**src/core/usw_pkg.sv**
```systemverilog
// What this block does
// - Minus-line field bits 7:5: 000 open, 001 USB path, 011 UART path.
// - Plus-line field bits 4:2: 000 open, 001 USB path, 011 UART path.
// - Manual routing applies only after an accessory has been attached.
// - Factory bit 2 set asserts the factory-mode output per variant polarity.
// - Factory bit 2 clear deasserts: released (open-drain) or driven low (push-pull).
// - Writing 1 to reset bit 0 clears control, routing, boot/factory and attach state (not read data); 0 does nothing.
// - With control bit 4 clear, bit 2 clear selects manual routing and set selects automatic switching; bit 4 set opens both lines.
package usw_pkg;
  localparam logic [7:0] ADDR_CONTROL  = 8'h02;
  localparam logic [7:0] ADDR_ROUTING  = 8'h13;
  localparam logic [7:0] ADDR_BOOTFACT = 8'h14;
  localparam logic [7:0] ADDR_SRESET   = 8'h1b;
  localparam int MINUS_HI   = 7;
  localparam int MINUS_LO   = 5;
  localparam int PLUS_HI    = 4;
  localparam int PLUS_LO    = 2;
  localparam int BOOT_BIT   = 3;
  localparam int FACT_BIT   = 2;
  localparam int AUTO_BIT   = 2;
  localparam int OPEN_BIT   = 4;
  localparam int SRST_BIT   = 0;
  localparam logic [2:0] ROUTE_OPEN = 3'h0;
  localparam logic [2:0] ROUTE_USB  = 3'h1;
  localparam logic [2:0] ROUTE_UART = 3'h3;
  localparam logic [7:0] ROUTING_RST  = 8'h00;
  localparam logic [7:0] BOOTFACT_RST = 8'h00;
  localparam logic [7:0] CONTROL_RST  = 8'h05;
  localparam logic [7:0] CONTROL_MASK = 8'h15;
  localparam logic [7:0] ROUTING_MASK = 8'hfc;
  localparam logic [7:0] BOOTFACT_MASK = 8'h0c;
endpackage

```
**src/core/usw_switch_ctrl.sv**
```systemverilog
`timescale 1ns/1ps
`default_nettype none
module usw_switch_ctrl
  import usw_pkg::*;
#(
  parameter bit FACTORY_ACTIVE_LOW = 1'b1
) (
  input  wire logic       i_clk,
  input  wire logic       i_rst_n,
  input  wire logic       i_wr_en,
  input  wire logic       i_rd_en,
  input  wire logic [7:0] i_addr,
  input  wire logic [7:0] i_wdata,
  input  wire logic       i_attach_pulse,
  input  wire logic       i_detach_pulse,
  input  wire logic [1:0] i_auto_minus_sel,
  input  wire logic [1:0] i_auto_plus_sel,
  output logic [7:0]      o_rdata,
  output logic            o_rvalid,
  output logic            o_usb_path_minus_en,
  output logic            o_uart_path_minus_en,
  output logic            o_usb_path_plus_en,
  output logic            o_uart_path_plus_en,
  output logic            o_boot_level,
  output logic            o_factory_mode_output,
  output logic            o_factory_mode_output_oe,
  output logic            o_soft_reset
);
  // ----------------------------------------
  // Parameter check
  // ----------------------------------------
  initial begin
    if (FACTORY_ACTIVE_LOW !== 1'b0 && FACTORY_ACTIVE_LOW !== 1'b1) begin
      $error("bad variant");
    end
  end

  // ----------------------------------------
  // Registers
  // ----------------------------------------
  logic [7:0] control_q, control_d;
  logic [7:0] routing_q, routing_d;
  logic [7:0] bootfact_q, bootfact_d;
  logic       attached_q, attached_d;
  logic       srst_q, srst_d;
  logic [7:0] rdata_q, rdata_d;
  logic       rvalid_q, rvalid_d;
  logic       wr_hit_reset;

  assign wr_hit_reset = i_wr_en && (i_addr == ADDR_SRESET) && i_wdata[SRST_BIT];

  always_comb begin
    control_d  = control_q;
    routing_d  = routing_q;
    bootfact_d = bootfact_q;
    if (i_wr_en) begin
      case (i_addr)
        ADDR_CONTROL:  control_d  = i_wdata & CONTROL_MASK;
        ADDR_ROUTING:  routing_d  = i_wdata & ROUTING_MASK;
        ADDR_BOOTFACT: bootfact_d = i_wdata & BOOTFACT_MASK;
        default: ;
      endcase
    end
    // Soft reset clears state on the next edge; the pulse reports it
    if (srst_q) begin
      control_d  = CONTROL_RST;
      routing_d  = ROUTING_RST;
      bootfact_d = BOOTFACT_RST;
    end
  end

  always_ff @(posedge i_clk or negedge i_rst_n) begin
    if (!i_rst_n) begin
      control_q  <= CONTROL_RST;
      routing_q  <= ROUTING_RST;
      bootfact_q <= BOOTFACT_RST;
    end else begin
      control_q  <= control_d;
      routing_q  <= routing_d;
      bootfact_q <= bootfact_d;
    end
  end

  // ----------------------------------------
  // Soft reset pulse
  // ----------------------------------------
  // One-cycle pulse; the register clear follows on the next edge
  always_comb begin
    srst_d = wr_hit_reset;
  end

  always_ff @(posedge i_clk or negedge i_rst_n) begin
    if (!i_rst_n) begin
      srst_q <= 1'b0;
    end else begin
      srst_q <= srst_d;
    end
  end

  // ----------------------------------------
  // Attachment tracking
  // ----------------------------------------
  // Manual routing waits on this flag
  always_comb begin
    attached_d = attached_q;
    if (i_detach_pulse) begin
      attached_d = 1'b0;
    end
    // Attach wins over a detach seen in the same cycle
    if (i_attach_pulse) begin
      attached_d = 1'b1;
    end
    // Soft reset wins over both
    if (srst_q) begin
      attached_d = 1'b0;
    end
  end

  always_ff @(posedge i_clk or negedge i_rst_n) begin
    if (!i_rst_n) begin
      attached_q <= 1'b0;
    end else begin
      attached_q <= attached_d;
    end
  end

  // ----------------------------------------
  // Read port
  // ----------------------------------------
  // Read data holds until the next read; soft reset leaves it alone
  always_comb begin
    rdata_d  = rdata_q;
    rvalid_d = i_rd_en;
    if (i_rd_en) begin
      case (i_addr)
        ADDR_CONTROL:  rdata_d = control_q;
        ADDR_ROUTING:  rdata_d = routing_q;
        ADDR_BOOTFACT: rdata_d = bootfact_q;
        default:       rdata_d = 8'h00;
      endcase
    end
  end

  always_ff @(posedge i_clk or negedge i_rst_n) begin
    if (!i_rst_n) begin
      rdata_q  <= 8'h00;
      rvalid_q <= 1'b0;
    end else begin
      rdata_q  <= rdata_d;
      rvalid_q <= rvalid_d;
    end
  end

  // ----------------------------------------
  // Switch drive
  // ----------------------------------------
  logic [3:0] sw_d, sw_q;
  logic       boot_d, boot_q, fact_d, fact_q, fact_oe_d, fact_oe_q;
  logic [2:0] minus_code, plus_code;
  logic [2:0] line_code [2];

  always_comb begin
    minus_code = ROUTE_OPEN;
    plus_code  = ROUTE_OPEN;
    if (control_q[OPEN_BIT]) begin
      minus_code = ROUTE_OPEN;
      plus_code  = ROUTE_OPEN;
    end else if (control_q[AUTO_BIT]) begin
      minus_code = {1'b0, i_auto_minus_sel};
      plus_code  = {1'b0, i_auto_plus_sel};
    end else if (attached_q) begin
      minus_code = routing_q[MINUS_HI:MINUS_LO];
      plus_code  = routing_q[PLUS_HI:PLUS_LO];
    end
    boot_d  = bootfact_q[BOOT_BIT];
    if (FACTORY_ACTIVE_LOW) begin
      fact_d    = 1'b0;
      fact_oe_d = bootfact_q[FACT_BIT];
    end else begin
      fact_d    = bootfact_q[FACT_BIT];
      fact_oe_d = 1'b1;
    end
  end

  // One decoder per connector line, each fed only by its own code
  assign line_code[0] = minus_code;
  assign line_code[1] = plus_code;
  for (genvar ln = 0; ln < 2; ln++) begin : g_line
    // Unused codes leave the line open, the safe choice
    assign sw_d[2*ln]     = (line_code[ln] == ROUTE_USB);
    assign sw_d[2*ln + 1] = (line_code[ln] == ROUTE_UART);
  end

  always_ff @(posedge i_clk or negedge i_rst_n) begin
    if (!i_rst_n) begin
      sw_q      <= 4'h0;
      boot_q    <= 1'b0;
      fact_q    <= 1'b0;
      fact_oe_q <= 1'b0;
    end else begin
      sw_q      <= sw_d;
      boot_q    <= boot_d;
      fact_q    <= fact_d;
      fact_oe_q <= fact_oe_d;
    end
  end

  // ----------------------------------------
  // Outputs
  // ----------------------------------------
  assign o_usb_path_minus_en      = sw_q[0];
  assign o_uart_path_minus_en     = sw_q[1];
  assign o_usb_path_plus_en       = sw_q[2];
  assign o_uart_path_plus_en      = sw_q[3];
  assign o_boot_level             = boot_q;
  assign o_factory_mode_output    = fact_q;
  assign o_factory_mode_output_oe = fact_oe_q;
  assign o_soft_reset             = srst_q;
  assign o_rdata                  = rdata_q;
  assign o_rvalid                 = rvalid_q;
endmodule
`default_nettype wire

```
**config.mk**
```make
export PLATFORM = sky130hd
export DESIGN_NAME = usw_switch_ctrl
export DESIGN_NICKNAME = d
export VERILOG_FILES = /design/src/core/usw_pkg.sv /design/src/core/usw_switch_ctrl.sv
export SDC_FILE = /design/constraint.sdc
export NUM_CORES = 1
export LEC_CHECK = 0
export BUFFER_PORTS_ARGS = -buffer_cell sky130_fd_sc_hd__buf_2
export CORE_MARGIN = 5
export CORE_UTILIZATION = 25
export CTS_CLUSTER_DIAMETER = 60
export DETAILED_ROUTE_END_ITERATION = 7
export PLACE_DENSITY_LB_ADDON = 0.05
export SLEW_MARGIN = 20
export SYNTH_ARGS = -nofsm -noshare
export SYNTH_HDL_FRONTEND = slang
export SYNTH_SLANG_ARGS = --single-unit
export TNS_END_PERCENT = 1
```
**constraint.sdc**
```tcl
create_clock -name i_clk -period 1.7 [get_ports i_clk]
set_input_delay 0.17 -clock i_clk [delete_from_list [all_inputs] [get_ports i_clk]]
set_output_delay 0.17 -clock i_clk [all_outputs]
set_load 0.01 [all_outputs]
```
==> flow_metrics.tcl, run 1 <==
set metrics [dict create \
    rsz0062_at_grt "no" \
    tightest_slew_ns 0.6014 \
    die_area_mm2 0.006394 \
    yosysSeqAreaShare_pct 55.42 \
    ios 43 \
    max_freq_mhz 769.5 \
    crit_slowest_cell "dfrtp_1" \
    synth_area_mm2 0.001224 \
    cp_num_buf_inv 1 \
    finalHoldViolCount 0 \
    worst_r2r_endpoint "sw_q[3]$_DFF_PN0_" \
    worstPathArrival_ns 1.13 \
    synth_top_area_cell "dfrtp_1" \
    cts-root-buf "clkbuf_8" \
    wire_per_inst_um 13.10 \
    grt_pass1_wl_um 4933 \
    cts-buffers-inserted 3 \
    fin_worst_skew_ns 0.004903 \
    endpoint "o_soft_reset" \
    synth-seq-cells 27 \
    p_per_area_mw_per_mm2 757.0 \
    r2r-start "attached_q$_DFFE_PN0P_" \
    start_kind "flop" \
    crit_start "o_soft_reset$_DFF_PN0_" \
    cpPeakStageDelay_ns 0.63 \
    clk_latency_ns 0.27 \
    io_buffers 39 \
    maxCapViolations 0 \
    yosysWarnings 0 \
    ant_nets 0 \
    post_cts_resized 0 \
    required_ns 1.53 \
    outcome "completed" \
    clock-sinks 27 \
    antenna_found_initial 0 \
    drv_slew 0 \
    worstRegToRegCells 4 \
    drive_above_1_share_pct 31.48 \
    holdPathStages 3 \
    hp-class "input port to flop" \
    rrSetupSlack_ns 0.53 \
    synthesis.instances 118 \
    vias 988 \
    irDropWorstVdd_mv 0.2506 \
    tns_ns 0 \
    top_layer "met4" \
    htree_levels 1 \
    synth.mux.area_fraction_pct 7.362 \
    die_w_um 79.96 \
    synth-compound-area-share_pct 9.918 \
    antenna_cells 0 \
    grt_pass1_vias 1040 \
    initial_core_util_pct 25.91 \
    synth_top_family_by_area "simple AND/OR/NAND/NOR gates" \
    core_mm2 0.004723 \
    wl_um 3001 \
    synthXorXnorAreaFrac_pct 0 \
    yosys-top-cells-area "dfrtp_1, mux2i_1, nor2_1" \
    yosysTopAreaCellShare_pct 51.12 \
    total_power_w 0.001185 \
    area_delta_synth_final_pct 27.91 \
    layout.nets 189 \
    hpwl_um 2342 \
    cp_top_family "flip-flops" \
    crit_path_end_kind "output port" \
    synth-simple-area-share_pct 21.78 \
    crit_type "flop to output port" \
    synth-adder-area-share_pct 0 \
    synth_cell_types 32 \
    rows 25 \
    wl_met3_um 146 \
    path_depth 1 \
    fillers 508 \
    clockBufferDepth 2 \
    cts.clk_slew.worst_paths_ns 0.09 \
    die_h_um 79.96 \
    firstDrtPassIters 4 \
    viasPerCell 4.314 \
    leakagePower_nw 0.7919 \
    finalCriticalPeriod_ns 1.300 \
    relSlewSlack_pct 59.90 \
    cts_tree "done" \
    path_cells "buf_2" \
    drc 0 \
    routabilityCongestion 0.7438 \
    met1Wirelength_um 1289 \
    gr-total-overflow 0 \
    grt_util_all_layers_pct 10.14 \
    dr_wl_met2_um 1550 \
    crit_fanout 13 \
    drt_iter0_drc 23 \
    grt_max_degree 28 \
    synth_area_per_cell_um2 10.37 \
    finalSetupViolCount 0 \
    fin_crit_sh_pct 76.44 \
]
routing by layer:
layer	track usage [%]	vias up
met3	1.919	2
met2	17.47	22
met4	3.547	0
met1	12.55	476
li1	-	488
met5	0	-
logic make-up after synthesis:
family                 after synthesis
and+or+nand+nor                     47
AOI/OAI and AO/OA                   19
other                                1
buffers and inverters               15
DFF                                 27
muxes                                9
final cells by class:
type	count	area (µm²)	area share [%]
clock buffers	4	45.04	2.878
repair buffers	44	235.2	15.03
inverters	10	37.54	2.398
flip-flops and latches	27	678.2	43.33
multi-input cells	77	485.5	31.02
well taps	67	83.83	5.356
worst min path at each step:
| stage | slack (ns) | end | start |
|---|---|---|---|
| after floorplan | -0.13 | attached_q$_DFFE_PN0P_ | i_rst_n |
| after global placement | 0.22 | o_rdata[2]$_DFFE_PN0P_ | i_rst_n |
| after detailed placement | 0.23 | o_rvalid$_DFF_PN0_ | i_rst_n |
| after CTS | 0.10 | attached_q$_DFFE_PN0P_ | i_attach_pulse |
| after global routing | 0.11 | attached_q$_DFFE_PN0P_ | i_attach_pulse |
| final | 0.11 | attached_q$_DFFE_PN0P_ | i_attach_pulse |
cell usage in the layout, fill, tap and decap left out, types with 2 or more instances in the layout:
| cell | count |
|---|---|
| nand3_1 | 3 |
| dfstp_2 | 2 |
| a32oi_1 | 2 |
| nor2b_1 | 2 |
| buf_4 | 4 |
| nor3_1 | 3 |
| a211o_1 | 2 |
| dfrtp_1 | 25 |
| mux2i_1 | 9 |
| and2_1 | 2 |
| conb_1 | 2 |
| nand4_1 | 3 |
| a21oi_1 | 7 |
| inv_1 | 10 |
| nor2_1 | 18 |
| buf_2 | 39 |
| clkbuf_8 | 3 |
| o21ai_0 | 4 |
| nand2_1 | 6 |
where the power goes:
part,switching [W],internal [W]
combinational,0.0000685,0.0000564
sequential,0.0000220,0.000672
clock,0.000198,0.000168
per-stage QoR:
step	utilization (%)	area [µm²]	hold slack, ns	std cells	setup WS (ns)
floorplan	-	1227	-0.1256	119	0.3623
detailed placement	31.97	1510	0.2253	224	0.2266
global placement	31.97	1510	0.2247	224	0.2645
global route	33.14	1565	0.1078	229	0.2938
CTS	33.14	1565	0.1019	229	0.3288
finish	33.14	1565	0.1116	229	0.4005
cell usage after synthesis, drive strengths merged:
| cell type | instances |
|---|---|
| o21ai | 4 |
| o311ai | 1 |
| nand3 | 3 |
| conb | 1 |
| nor3b | 1 |
| dfrtp | 25 |
| buf | 2 |
| nor3 | 4 |
| dfstp | 2 |
| nand4bb | 1 |
| nor4bb | 1 |
| nand2 | 6 |
| mux2i | 9 |
| nand4 | 3 |
| and3b | 1 |
| a21oi | 7 |
| or3 | 2 |
| and2 | 2 |
| nor2b | 2 |
| clkbuf | 3 |
| a211o | 2 |
| a22o | 1 |
| nor4 | 1 |
| nand4b | 1 |
| inv | 10 |
| nor2 | 18 |
| and2b | 1 |
| a22oi | 1 |
| a32oi | 2 |
| o22ai | 1 |
what timing repair did:
item | in CTS | in global routing
hold buffers | 1 | 0
setup buffers | 0 | 0
hold endpoints to repair | 25 | 0
endpoints found under the setup margin | 0 | 0
worst reg2reg max path, cell delays in order, from the launching register on:
cell,delay [ns]
dfrtp_1,0.43
nand2_1,0.06
or3_1,0.31
a21oi_1,0.17
nor2b_1,0.14
state kept, by name, summed over array words and instances, names as in the netlist:
signal / count
o_rvalid: 1
o_rdata: 7
attached_q: 1
bootfact_q: 2
o_soft_reset: 1
control_q: 3
o_factory_mode_output_oe: 1
routing_q: 6
sw_q: 4
o_boot_level: 1
Note: power is estimated with default switching activity, not from simulation.
==> inputs of run 2 (changes only) <==
==> constraint.sdc (replaced) <==
create_clock -name i_clk -period 1.36 [get_ports i_clk]
set_input_delay 0.136 -clock i_clk [delete_from_list [all_inputs] [get_ports i_clk]]
set_output_delay 0.136 -clock i_clk [all_outputs]
set_load 0.01 [all_outputs]
==> flow_metrics.tcl, run 2 (same netlist as run 1, synthesis figures left out) <==
set metrics [dict create \
    grt_pass1_wl_um 4919 \
    die_h_um 79.96 \
    crit_slowest_cell "dfrtp_1" \
    grt_max_degree 28 \
    r2r-start "control_q[2]$_DFFE_PN1P_" \
    dp.cells 228 \
    finalCriticalPeriod_ns 1.242 \
    clk_latency_ns 0.27 \
    hp-class "input port to flop" \
    relSlewSlack_pct 59.61 \
    fin_worst_skew_ns 0.002428 \
    drc 0 \
    cts-root-buf "clkbuf_8" \
    area_delta_synth_final_pct 30.47 \
    die_w_um 79.96 \
    layout.nets 193 \
    hpwl_um 2316 \
    antenna_cells 0 \
    maxCapViolations 0 \
    firstDrtPassIters 4 \
    max_freq_mhz 804.8 \
    fin_cells 233 \
    grt_pass1_vias 1050 \
    worstPathArrival_ns 1.11 \
    core_mm2 0.004723 \
    worst_hold_startpoint "i_attach_pulse" \
    clockBufferDepth 2 \
    utilization_pct 33.80 \
    largest_register_ffs 7 \
    vias 993 \
    drive_above_1_share_pct 33.73 \
    dpl_cell_area_mm2 0.001540 \
    worst_r2r_endpoint "sw_q[3]$_DFF_PN0_" \
    crit_type "flop to output port" \
    htree_levels 1 \
    antenna_found_initial 0 \
    start_kind "flop" \
    p_per_area_mw_per_mm2 929.2 \
    finalSetupViolCount 0 \
    worst_hold_slack_ns 0.07481 \
    cp_num_buf_inv 1 \
    cts-buffers-inserted 3 \
    gr-total-overflow 0 \
    ant_nets 0 \
    setup_ws_ns 0.1175 \
    cts_tree "done" \
    design_area_mm2 0.001597 \
    drv_slew 0 \
    cp_top_family "flip-flops" \
    cpPeakStageDelay_ns 0.62 \
    outcome "completed" \
    rrSetupSlack_ns 0.20 \
    irDropWorstVdd_mv 0.3214 \
    crit_fanout 13 \
    final_cell_mix "buf_2, dfrtp_1, nor2_1, inv_1, mux2i_1" \
    initial_core_util_pct 25.91 \
    clock-sinks 27 \
    min_to "attached_q$_DFFE_PN0P_" \
    finalHoldViolCount 0 \
    io_buffers 39 \
    cts_setup_buffers 0 \
    grt_util_all_layers_pct 9.875 \
    worstRegToRegCells 3 \
    die_area_mm2 0.006394 \
    path_cells "buf_2" \
    pre_cts_ws_ns -0.08707 \
    routabilityCongestion 0.7653 \
    ios 43 \
    holdPathStages 3 \
    layout_commonest_cell "buf_2" \
    crit_path_end_kind "output port" \
    required_ns 1.22 \
    wire_per_inst_um 12.61 \
    leakagePower_nw 0.8148 \
    drt_iter0_drc 22 \
    cts.clk_slew.worst_paths_ns 0.09 \
    rows 25 \
    wl_um 2938 \
    viasPerCell 4.262 \
    fin_crit_sh_pct 91.36 \
    rsz0062_at_grt "no" \
    tightest_slew_ns 0.6058 \
]
-- run 2: cell count changes in the layout (fill, tap and decap cells not counted) --
cell / before / now
clkinv_2: 0 / 1
buf_4: 4 / 8
clkbuf_1: 1 / 0
-- run 2: how the worst max path moves through the flow --
stage	start	endpoint	slack (ns)	cells past startpoint
final	o_soft_reset$_DFF_PN0_	o_soft_reset	0.12	1
after global routing	o_soft_reset$_DFF_PN0_	o_soft_reset	0.03	1
after CTS	o_soft_reset$_DFF_PN0_	o_soft_reset	0.04	1
after detailed placement	i_addr[4]	control_q[2]$_DFFE_PN1P_	-0.09	4
after global placement	i_addr[4]	control_q[2]$_DFFE_PN1P_	-0.09	4
after floorplan	i_addr[5]	routing_q[2]$_DFFE_PN0P_	0.06	4
-- run 2: power breakdown --
part / total (W) / switching, W / leakage [nW] / internal [W]
registers: 0.000864 / 0.0000245 / 0.359 / 0.000840
clock network: 0.000455 / 0.000249 / 0.0255 / 0.000205
logic: 0.000165 / 0.0000884 / 0.430 / 0.0000762
-- run 2: repair_timing --
action / in CTS / in global routing
hold endpoints to repair: 25 / 0
endpoints found under the setup margin: 0 / 0
hold buffers: 1 / 0
gates resized for setup: 0 / 0
-- run 2: metrics by stage --
stage               total power, W  setup TNS [ns]
CTS                       0.001517               0
global route              0.001569               0
detailed placement        0.001048         -0.6514
finish                    0.001484               0
global placement          0.001047         -0.5914
floorplan                0.0009502               0
-- run 2: per-layer routing --
layer  routed length (µm)  track usage (%)  vias up
met2                 1465            17.30       22
met5                    0                0        -
met1                 1307            11.97      471
li1                     -                -      498
met3                  148            2.144        2
met4                   15            3.041        0
-- run 2: cell type report --
type / instances / area (µm²)
Clock inverter: 1 / 5.005
Clock buffer: 3 / 41.29
Fill cell: 519 / 3127
Timing Repair Buffer: 48 / 265.3
Inverter: 10 / 37.54
Tap cell: 67 / 83.83
Sequential cell: 27 / 678.2
Multi-Input combinational cell: 77 / 485.5
